File: src/hdl/arl_pkg.sv
// arl_pkg: constants and carrier types for the layer-4 rule match bytes.
// assumes one clock domain; every user writes arl_pkg::name.
package arl_pkg;

   // ----------------------------------------------------------------
   // register map
   // ----------------------------------------------------------------
   localparam logic [7:0] ADDR_INDIRECT_CTRL = 8'h6E;
   localparam logic [7:0] ADDR_INDIRECT_OFFS = 8'h6F;
   localparam logic [7:0] ADDR_INDIRECT_DATA = 8'hA0;

   // ----------------------------------------------------------------
   // indirect control fields
   // ----------------------------------------------------------------
   localparam int         TSEL_MSB   = 7;
   localparam int         TSEL_LSB   = 5;
   localparam int         PORT_MSB   = 3;
   localparam int         PORT_LSB   = 0;
   localparam logic [2:0] TSEL_ACL   = 3'h2;
   localparam logic [3:0] PORT_FIRST = 4'h1;
   localparam logic [3:0] PORT_LAST  = 4'h5;
   localparam int         NUM_PORTS  = 5;

   // ----------------------------------------------------------------
   // rule byte offsets and fields
   // ----------------------------------------------------------------
   localparam logic [7:0] OFFS_PROTOCOL = 8'h07;
   localparam logic [7:0] OFFS_MASK     = 8'h08;
   localparam logic [7:0] OFFS_EXPECT   = 8'h09;
   localparam int         PROTO_MSB     = 7;
   localparam int         PROTO_LSB     = 1;
   localparam int         FCE_BIT       = 0;

   // ----------------------------------------------------------------
   // reset values
   // ----------------------------------------------------------------
   localparam logic [6:0] RST_PROTOCOL = 7'h00;
   localparam logic       RST_FCE      = 1'b0;
   localparam logic [7:0] RST_MASK     = 8'h00;
   localparam logic [7:0] RST_EXPECT   = 8'h00;
   localparam logic [7:0] RST_BYTE     = 8'h00;

   // ----------------------------------------------------------------
   // carriers
   // ----------------------------------------------------------------
   typedef struct packed {
      logic [7:0] addr;
      logic [7:0] wdata;
      logic       wr;
      logic       rd;
   } arl_bus_req_type;

   typedef struct packed {
      logic       valid;
      logic [3:0] port;
      logic [7:0] protocol;
      logic [7:0] tcp_flags;
   } arl_pkt_type;

   typedef struct packed {
      logic [NUM_PORTS-1:0][6:0] ip_protocol_value;
      logic [NUM_PORTS-1:0]      flag_compare_enable;
      logic [NUM_PORTS-1:0][7:0] tcp_flag_select_mask;
      logic [NUM_PORTS-1:0][7:0] acl_rule_byte_nine;
   } arl_rule_cfg_type;

   typedef struct packed {
      logic       valid;
      logic [3:0] port;
      logic       protocol_hit;
      logic       flag_hit;
   } arl_match_type;

   typedef struct packed {
      logic [7:0]       indirect_ctrl;
      logic [7:0]       indirect_offs;
      arl_rule_cfg_type cfg;
      logic [7:0]       rdata;
      logic             rvalid;
   } arl_state_type;

endpackage : arl_pkg

File: src/hdl/arl_rule_bank.sv
// arl_rule_bank: per-port protocol and tcp flag rule bytes behind the
// indirect control, offset and data byte registers.
// assumes a synchronous byte register port and one clock domain.
`timescale 1ns/1ps

// Functional notes
// RULE_01: indirect access reaches the ACL table only when table select is 010.
// RULE_02: control low nibble selects port 1 to 5; each port has own bytes.
// RULE_03: offset register picks the rule byte; 0x07 holds protocol and enable.
// RULE_04: selected rule byte is read and written through data register 0xA0.
// RULE_05: byte 7 bits 7..1 hold protocol value, read-write, reset zero.
// RULE_06: byte 7 bit 0 enables tcp flag compare, read-write, reset zero.
// RULE_07: byte 8 holds the eight-bit tcp flag mask, read-write, reset zero.
// RULE_08: with enable set, only mask-selected flag bits are compared.
module arl_rule_bank
(
   input  wire logic                      core_clk,
   input  wire logic                      reset,
   input  wire arl_pkg::arl_bus_req_type  bus_req,
   output logic [7:0]                     bus_rdata,
   output logic                           bus_rvalid,
   input  wire arl_pkg::arl_pkt_type      pkt,
   output arl_pkg::arl_rule_cfg_type      rule_cfg,
   output arl_pkg::arl_match_type         match
);

   // ----------------------------------------------------------------
   // indirect selection
   // ----------------------------------------------------------------
   function automatic logic sel_ok(input logic [7:0] ctrl, input logic [7:0] offs);
      logic [3:0] port;
      port   = ctrl[arl_pkg::PORT_MSB:arl_pkg::PORT_LSB];
      sel_ok = (ctrl[arl_pkg::TSEL_MSB:arl_pkg::TSEL_LSB] == arl_pkg::TSEL_ACL)
               && (port >= arl_pkg::PORT_FIRST) && (port <= arl_pkg::PORT_LAST)
               && ((offs == arl_pkg::OFFS_PROTOCOL) || (offs == arl_pkg::OFFS_MASK)
                   || (offs == arl_pkg::OFFS_EXPECT));
   endfunction : sel_ok

   function automatic logic [2:0] port_index(input logic [7:0] ctrl);
      port_index = 3'(ctrl[arl_pkg::PORT_MSB:arl_pkg::PORT_LSB] - arl_pkg::PORT_FIRST);
   endfunction : port_index

   arl_pkg::arl_state_type state;
   arl_pkg::arl_state_type next_state;
   logic                   data_wr;
   logic                   data_rd;
   logic                   hit;
   logic [2:0]             idx;

   assign data_wr = bus_req.wr && (bus_req.addr == arl_pkg::ADDR_INDIRECT_DATA);
   assign data_rd = bus_req.rd && (bus_req.addr == arl_pkg::ADDR_INDIRECT_DATA);
   // RULE_01 table and port gate
   assign hit     = sel_ok(state.indirect_ctrl, state.indirect_offs);
   // RULE_02 per-port index
   assign idx     = port_index(state.indirect_ctrl);

   // ----------------------------------------------------------------
   // next state
   // ----------------------------------------------------------------
   always_comb
   begin
      next_state        = state;
      next_state.rvalid = bus_req.rd;
      next_state.rdata  = arl_pkg::RST_BYTE;
      if (bus_req.wr && (bus_req.addr == arl_pkg::ADDR_INDIRECT_CTRL))
         next_state.indirect_ctrl = bus_req.wdata;
      if (bus_req.wr && (bus_req.addr == arl_pkg::ADDR_INDIRECT_OFFS))
         next_state.indirect_offs = bus_req.wdata;
      // RULE_04 indirect data write
      if (data_wr && hit)
      begin
         // RULE_03 byte selection
         case (state.indirect_offs)
            arl_pkg::OFFS_PROTOCOL:
            begin
               // RULE_05 protocol value store
               next_state.cfg.ip_protocol_value[idx] =
                  bus_req.wdata[arl_pkg::PROTO_MSB:arl_pkg::PROTO_LSB];
               // RULE_06 enable store
               next_state.cfg.flag_compare_enable[idx] = bus_req.wdata[arl_pkg::FCE_BIT];
            end
            // RULE_07 mask store
            arl_pkg::OFFS_MASK:   next_state.cfg.tcp_flag_select_mask[idx] = bus_req.wdata;
            arl_pkg::OFFS_EXPECT: next_state.cfg.acl_rule_byte_nine[idx]   = bus_req.wdata;
            default:              next_state.cfg = state.cfg;
         endcase
      end
      if (bus_req.rd)
      begin
         case (bus_req.addr)
            arl_pkg::ADDR_INDIRECT_CTRL: next_state.rdata = state.indirect_ctrl;
            arl_pkg::ADDR_INDIRECT_OFFS: next_state.rdata = state.indirect_offs;
            arl_pkg::ADDR_INDIRECT_DATA:
            begin
               // RULE_04 indirect data read
               if (hit && (state.indirect_offs == arl_pkg::OFFS_PROTOCOL))
                  next_state.rdata = {state.cfg.ip_protocol_value[idx],
                                      state.cfg.flag_compare_enable[idx]};
               else if (hit && (state.indirect_offs == arl_pkg::OFFS_MASK))
                  next_state.rdata = state.cfg.tcp_flag_select_mask[idx];
               else if (hit)
                  next_state.rdata = state.cfg.acl_rule_byte_nine[idx];
               else
                  next_state.rdata = arl_pkg::RST_BYTE;
            end
            default: next_state.rdata = arl_pkg::RST_BYTE;
         endcase
      end
   end

   // ----------------------------------------------------------------
   // registers
   // ----------------------------------------------------------------
   always_ff @(posedge core_clk or posedge reset)
   begin
      if (reset)
      begin
         state                          <= '0;
         state.cfg.ip_protocol_value    <= {arl_pkg::NUM_PORTS{arl_pkg::RST_PROTOCOL}};
         state.cfg.flag_compare_enable  <= {arl_pkg::NUM_PORTS{arl_pkg::RST_FCE}};
         state.cfg.tcp_flag_select_mask <= {arl_pkg::NUM_PORTS{arl_pkg::RST_MASK}};
         state.cfg.acl_rule_byte_nine   <= {arl_pkg::NUM_PORTS{arl_pkg::RST_EXPECT}};
      end
      else
         state <= next_state;
   end

   assign bus_rdata  = state.rdata;
   assign bus_rvalid = state.rvalid;
   assign rule_cfg   = state.cfg;

   // ----------------------------------------------------------------
   // packet compare
   // ----------------------------------------------------------------
   arl_flag_matcher u_flag_matcher
   (
      .core_clk (core_clk),
      .reset    (reset),
      .pkt      (pkt),
      .cfg      (state.cfg),
      .match    (match)
   );

   // ----------------------------------------------------------------
   // checks
   // ----------------------------------------------------------------
   property p_table_select;
      @(posedge core_clk) disable iff (reset)
      (data_wr && (state.indirect_ctrl[7:5] != 3'h2)) |=> $stable(state.cfg);
   endproperty
   a_table_select: assert property (p_table_select) // RULE_01
      else $error("rule bytes changed outside the acl table");

   property p_port_isolation;
      @(posedge core_clk) disable iff (reset)
      (data_wr && hit && (state.indirect_ctrl[3:0] == 4'h1)) |=>
         $stable(state.cfg.tcp_flag_select_mask[4:1]) &&
         $stable(state.cfg.ip_protocol_value[4:1]);
   endproperty
   a_port_isolation: assert property (p_port_isolation) // RULE_02
      else $error("port 1 write touched another port");

   property p_offset_select;
      @(posedge core_clk) disable iff (reset)
      (data_wr && hit && (state.indirect_offs == 8'h07)) |=>
         $stable(state.cfg.tcp_flag_select_mask);
   endproperty
   a_offset_select: assert property (p_offset_select) // RULE_03
      else $error("offset 7 write changed the mask");

   property p_data_read;
      @(posedge core_clk) disable iff (reset)
      (data_rd && hit && (state.indirect_offs == 8'h08)) |=>
         bus_rvalid && (bus_rdata == $past(state.cfg.tcp_flag_select_mask[idx]));
   endproperty
   a_data_read: assert property (p_data_read) // RULE_04
      else $error("indirect read returned wrong mask byte");

   property p_protocol_write;
      @(posedge core_clk) disable iff (reset)
      (data_wr && hit && (state.indirect_offs == 8'h07)) |=>
         (state.cfg.ip_protocol_value[$past(idx)] == $past(bus_req.wdata[7:1]));
   endproperty
   a_protocol_write: assert property (p_protocol_write) // RULE_05
      else $error("protocol value not stored from bits 7..1");

   property p_enable_write;
      @(posedge core_clk) disable iff (reset)
      (data_wr && hit && (state.indirect_offs == 8'h07)) |=>
         (state.cfg.flag_compare_enable[$past(idx)] == $past(bus_req.wdata[0]));
   endproperty
   a_enable_write: assert property (p_enable_write) // RULE_06
      else $error("flag compare enable not stored from bit 0");

   property p_mask_write;
      @(posedge core_clk) disable iff (reset)
      (data_wr && hit && (state.indirect_offs == 8'h08)) |=>
         (state.cfg.tcp_flag_select_mask[$past(idx)] == $past(bus_req.wdata)) ##1
         ($stable(state.cfg.tcp_flag_select_mask) || $past(data_wr));
   endproperty
   a_mask_write: assert property (p_mask_write) // RULE_07
      else $error("mask byte not stored or drifted");

   property p_reset_values;
      @(posedge core_clk)
      $fell(reset) |-> (state.cfg.ip_protocol_value == '0) &&
         (state.cfg.flag_compare_enable == '0) && (state.cfg.tcp_flag_select_mask == '0);
   endproperty
   a_reset_values: assert property (p_reset_values) // RULE_05
      else $error("rule bytes not zero after reset");

   property p_read_answer;
      @(posedge core_clk) disable iff (reset)
      bus_req.rd |=> bus_rvalid;
   endproperty
   a_read_answer: assert property (p_read_answer) // RULE_04
      else $error("read strobe not answered next cycle");

   property p_refused_read;
      @(posedge core_clk) disable iff (reset)
      (data_rd && !hit) |=> (bus_rvalid && (bus_rdata == 8'h00));
   endproperty
   a_refused_read: assert property (p_refused_read) // RULE_01
      else $error("refused indirect read returned data");

endmodule : arl_rule_bank

File: src/hdl/arl_flag_matcher.sv
// arl_flag_matcher: compares received packets against one port's rule bytes.
// assumes packet fields are synchronous to core_clk; result one cycle later.
`timescale 1ns/1ps

module arl_flag_matcher
(
   input  wire logic                      core_clk,
   input  wire logic                      reset,
   input  wire arl_pkg::arl_pkt_type      pkt,
   input  wire arl_pkg::arl_rule_cfg_type cfg,
   output arl_pkg::arl_match_type         match
);

   arl_pkg::arl_match_type state;
   arl_pkg::arl_match_type next_state;
   logic [2:0]             idx;
   logic                   port_ok;

   assign idx     = 3'(pkt.port - arl_pkg::PORT_FIRST);
   assign port_ok = (pkt.port >= arl_pkg::PORT_FIRST) && (pkt.port <= arl_pkg::PORT_LAST);

   always_comb
   begin
      next_state       = '0;
      next_state.valid = pkt.valid && port_ok;
      next_state.port  = pkt.port;
      if (pkt.valid && port_ok)
      begin
         next_state.protocol_hit =
            (pkt.protocol == {1'b0, cfg.ip_protocol_value[idx]});
         // RULE_08 masked flag compare
         next_state.flag_hit = !cfg.flag_compare_enable[idx] ||
            (((pkt.tcp_flags ^ cfg.acl_rule_byte_nine[idx])
              & cfg.tcp_flag_select_mask[idx]) == 8'h00);
      end
   end

   always_ff @(posedge core_clk or posedge reset)
   begin
      if (reset)
         state <= '0;
      else
         state <= next_state;
   end

   assign match = state;

   // ----------------------------------------------------------------
   // checks
   // ----------------------------------------------------------------
   property p_masked_flags;
      @(posedge core_clk) disable iff (reset)
      (pkt.valid && port_ok && cfg.flag_compare_enable[idx]) |=>
         (match.flag_hit == (((($past(pkt.tcp_flags) ^ $past(cfg.acl_rule_byte_nine[idx]))
            & $past(cfg.tcp_flag_select_mask[idx]))) == 8'h00));
   endproperty
   a_masked_flags: assert property (p_masked_flags) // RULE_08
      else $error("flag hit does not follow masked compare");

   property p_flags_off;
      @(posedge core_clk) disable iff (reset)
      (pkt.valid && port_ok && !cfg.flag_compare_enable[idx]) |=> match.flag_hit;
   endproperty
   a_flags_off: assert property (p_flags_off) // RULE_06
      else $error("flag compare active while disabled");

endmodule : arl_flag_matcher

File: config.mk
export PLATFORM = sky130hd
export DESIGN_NAME = arl_rule_bank
export DESIGN_NICKNAME = d
export VERILOG_FILES = /design/src/hdl/arl_pkg.sv /design/src/hdl/arl_rule_bank.sv /design/src/hdl/arl_flag_matcher.sv
export SDC_FILE = /design/constraint.sdc
export NUM_CORES = 1
export LEC_CHECK = 0
export BUFFER_PORTS_ARGS = -buffer_cell sky130_fd_sc_hd__buf_2
export CAP_MARGIN = 20
export CORE_MARGIN = 1
export CORE_UTILIZATION = 35
export DETAILED_ROUTE_END_ITERATION = 12
export PLACE_DENSITY = 0.53
export RECOVER_POWER = 50
export SLEW_MARGIN = 5
export SYNTH_ARGS = -nofsm -noshare
export SYNTH_HDL_FRONTEND = slang
export SYNTH_SLANG_ARGS = --single-unit
export TNS_END_PERCENT = 10
File: constraint.sdc
create_clock -name core_clk -period 7 [get_ports core_clk]
set_input_delay 1.05 -clock core_clk [delete_from_list [all_inputs] [get_ports core_clk]]
set_output_delay 1.05 -clock core_clk [all_outputs]
set_load 0.05 [all_outputs]
# Word-level counts from Yosys, hierarchy flattened
# Cells that the tools add are included.
# classes
n_addsub	2
magnitude_cmp	7
n_eq_ne	8
n_mux	32
n_bitwise	2
reduce_logical	20
# op_table
op	n
binary-select mux 8 bit (select 3 bit)	4
bitwise mux 40 bit	2
two-way mux 8 bit	9
binary-select mux 7 bit (select 3 bit)	2
bitwise mux 35 bit	1
demux 8 bit (select 3 bit)	1
case mux 8 bit (3 select lines)	1
demux 7 bit (select 3 bit)	1
two-way mux 7 bit	3
== test 8 x 4 -> 1 bit, second input constant	2
== test 8 x 7 -> 1 bit, second input constant	2
logical AND 1 bit	12
AND 8 bit	1
== test 8 x 3 -> 1 bit, second input constant	1
== test 8 x 7 -> 1 bit	1
== test 8 bit, second input constant	1
>= comparator 4 x 1 -> 1 bit, second input constant	2
<= comparator 4 x 3 -> 1 bit, second input constant	2
zero test 8 bit	1
< comparator 3 x 4 -> 1 bit, second input constant	2
XOR 8 bit	1
binary-select mux 1 bit (select 3 bit)	2
AND reduction 2 bit	3
subtractor 3 x 1 -> 3 bit, second input constant	2
8 further kinds	12
# word_totals
ff_bits	152
in_bits	41
out_inout_bits	136
wordCells	95

# Longest topological paths before layout
# depth
depth_word	9
depth_mapped	12
mapped_depth_nobuf	8

# By module
# A second synthesis with hierarchy kept.
# hier_totals
hier_cells	811
area_unflattened_um2	9262.6
# modules_own_cells
module	instances	cells_per_inst	area_each_um2	seq_area_each_um2
arl_rule_bank	1	654	7882.6	3628.5
arl_flag_matcher	1	157	1380.1	175.2

# Least setup slack after synthesis
# No wires, ideal clock.
# synth_path
path_kind	input-to-reg
start	input pkt[16] (netlist bit)
end	register u_flag_matcher.state, in the netlist u_flag_matcher.match[1]
setup_time_ns	0.068
arrival_ns	3.215
t_required_ns	6.932
path_slack_ns	3.717
cell_stages	9
n_path_buf	1
path_cell_list	buf_2 -> inv_1 -> ha_1 -> xnor2_1 -> mux2_2 -> a22oi_1 -> xnor2_1 -> o31ai_1 -> and4_1
# synth_rtl
element	line_no	rtl
from (decl)	arl_rule_bank.sv:22	input wire arl_pkg::arl_pkt_type pkt,
to (signal assigned)	arl_flag_matcher.sv:43	state <= next_state;
to (decl)	arl_flag_matcher.sv:14	arl_pkg::arl_match_type state;

==> results by group <==
Status
  – Status: finished, violations left
  – Failing checks: capacitance limit, slew limit

Final layout
  – Most frequent cells in the layout: dfrtp_1, mux2_2, clkbuf_1
  – Nets: 886
  – Layout cell share with drive strength beyond 1: 33.72%
  – Area delta synth->final: 7.500%
  – Commonest non-fill, non-tap cell in the layout: dfrtp_1
  – Non-filler cells in the finished layout: 1191
  – Fillcell total: 2634

Place
  – Dpl hpwl: 20570 µm
  – PortBufs: 176
  – Inst Count DP: 1157
  – Final RePlAce weighted congestion: 0.8081

Route
  – Number of DRC markers in iteration 0: 355
  – # DRC: 0
  – Total Wirelength: 28980 µm
  – DR pass1 iterations: 5
  – Vias per cell: 5.487
  – Via count: 6535
  – Avg WL per Cell: 24.33 µm
  – Post-route antenna net violation count: 0

Floorplan
  – Row cnt: 59
  – Area of the core: 0.02606 mm²
  – Initial core utilization: 35.59%
  – IO Pins: 177
  – Die area: 0.02716 mm²
  – Chip height: 164.8 µm
  – Die X: 164.8 µm

Critical path
  – Delay-heaviest family, CP: buffers and inverters
  – WP buf/inv: 2
  – CP max stage delay: 2150 ps
  – CP required: 7290 ps
  – Critical Path Sink Type: flip-flop
  – Critical Path Start Type: input pin
  – Crit Path Max Fanout: 46
  – Cell mode on critical path: o21ai_0
  – Worst EP arrival: 5110 ps
  – Cell with the largest stage delay on the worst path: clkbuf_1
  – CP Class: input pin to flip-flop
  – Cell Chain, Critical Path: buf_2 > clkbuf_1 > mux2i_1 > o21ai_0 > a22oi_1 > or4b_2 > o21ai_0 > o31ai_1

Clock tree
  – CTS sink cnt: 152
  – Resize count post-CTS: 0
  – Clk Latency, worst-skew pair: 430 ps
  – H-tree Lvls: 4
  – CTS tree: built
  – Clock Tree Root: clkbuf_16
  – CTS Buf Count: 17
  – CTS Hold Bufs: 0
  – Clock Path Buffers: 2
  – Reg clk slew, reported paths: 60 ps
  – Post-CTS setup buffers: 0

Yosys
  – #FFs+latches synth: 152
  – Area contributors post-synth: dfrtp_1, mux2_2, buf_4
  – Ys Warns: 0
  – Syn avg cell area: 11.48 µm²
  – Post-synth EDFFs: 0
  – Cells after Synth: 808
  – Register area share after synthesis: 41.01%
  – FFs w/ async S/R, synth: 100.0%
  – Largest area contributor in the netlist: dfrtp_1
  – Mapped Area: 0.009275 mm²
  – Synth Net Count: 853
  – Prevailing post-synth register cell: dfrtp_1
  – Share of the synthesized area in the top cell type: 41.01%
  – Netlist cell types: 58

STA
  – Clk_skew: 8.869 ps
  – Final-report hold violation count: 0
  – Fin. max-slew vios: 152
  – Max_slew headroom: -218.9%
  – Fin crit share: 68.86%
  – Setup TNS: 0 ps
  – F_max: 207.5 MHz
  – RSZ-0062 raised after global routing: no
  – Final setup fails: 0
  – Post-layout minimum cycle time: 4820 ps
  – Worst slew pin tran: 4758 ps

Run
  – Max_cap viols: 2

Global route
  – Pin count of the biggest net entering global routing: 105
  – Number of global-route vias before repair: 6527
  – Initial antenna violation count: 1
  – Global-route wire length before repair: 43010 µm
  – Grt ovf: 0
  – Global-route usage over all layers: 22.05%

Pwr
  – Cell Pwr Density: 202.4 mW/mm²
  – Static leakage: 0.004736 µW
  – Peak VDD IR: 0.09788 mV

Hold path
  – Hold WC Path Type: flip-flop to flip-flop
## state kept, by name, summed over array words and instances, names as in the netlist
| register | count |
|---|---|
| bus_rdata | 8 |
| bus_rvalid | 1 |
| rule_cfg | 120 |
| state | 16 |
| u_flag_matcher.match | 7 |
## report_power, final
| part | internal [µW] | switching (µW) | total, µW | leakage (µW) |
|---|---|---|---|---|
| combinational | 63.2 | 155 | 218 | 0.00236 |
| sequential | 886 | 5.57 | 892 | 0.00210 |
| clock | 525 | 383 | 908 | 0.000277 |
| total | 1470 | 543 | 2020 | 0.00474 |
## area by class of cell
cell class	count	area, µm²	area share (%)
Timing Repair Buffer	187	812.0	8.144
Multi-Input combinational cell	475	4320	43.33
Tap cell	335	419.2	4.204
Clock inverter	11	97.59	0.9788
Clock buffer	21	480.5	4.819
Inverter	8	31.28	0.3137
Antenna cell	2	5.005	0.05019
Sequential cell	152	3805	38.16
## cells by family after synthesis
family | count (synthesis) | share of synthesized area (%)
compound gates | 121 | 8.984
xor+xnor | 21 | 1.983
fa+ha+maj | 4 | 0.5396
buf+inv | 181 | 12.86
flops | 152 | 41.01
mux | 213 | 27.36
simple gates | 116 | 7.271
## path summary, 6_finish.rpt
check	cells after the start	slack, ps	from	to
worst max register to register	9	3410	state[138]	rule_cfg[86]
worst min register to register	1	520	state[141]	state[141]
worst min-delay path	1	520	state[141]	state[141]
min in group asynchronous	2	2080	reset	rule_cfg[17]
max in group asynchronous	2	2550	reset	state[137]
worst max-delay path	8	2180	pkt[16]	u_flag_matcher.match[0]
## synth_stat cells, types with 8 or more instances
cell / count
dfrtp_1: 152
mux2_2: 144
buf_4: 130
mux2i_1: 51
a21oi_1: 36
clkbuf_1: 29
nand2_1: 22
mux4_2: 18
nor2_1: 18
a22oi_1: 12
and3_1: 12
nor3_1: 12
o21ai_0: 11
xor2_1: 11
nand2_2: 10
xnor2_1: 10
a221oi_1: 8
buf_2: 8
inv_1: 8
nand3_1: 8
## worst reg2reg max path: cells and delay by family, from the launching register on
family | cells | cell delay (ps)
buf+inv | 2 | 410
xor+xnor | 1 | 530
fa+ha+maj | 1 | 270
mux | 1 | 400
simple gates | 4 | 1550
flops | 1 | 340
## routing by layer
layer / vias to the layer above / track usage [%] / routed length [µm]
li1: 2906 / - / -
met1: 3373 / 30.91 / 13330
met2: 224 / 33.90 / 13460
met3: 32 / 4.771 / 1656
met4: 0 / 6.589 / 523
met5: - / 0 / 0
## per-stage QoR
step	utilization, %	power (µW)	area, µm²	hold WS [ps]	setup WS (ps)
2_1_floorplan	-	1045	9275	480.0	1857
3_5_place_dp	36.62	1126	9543	499.6	3165
6_report	38.26	2018	9971	518.9	2180
5_1_grt	38.24	2090	9966	535.5	1622
3_3_place_gp	36.62	1124	9543	491.0	3247
4_1_cts	38.84	2036	10120	513.3	3343
No activity file was read; power rests on OpenSTA's default activity.
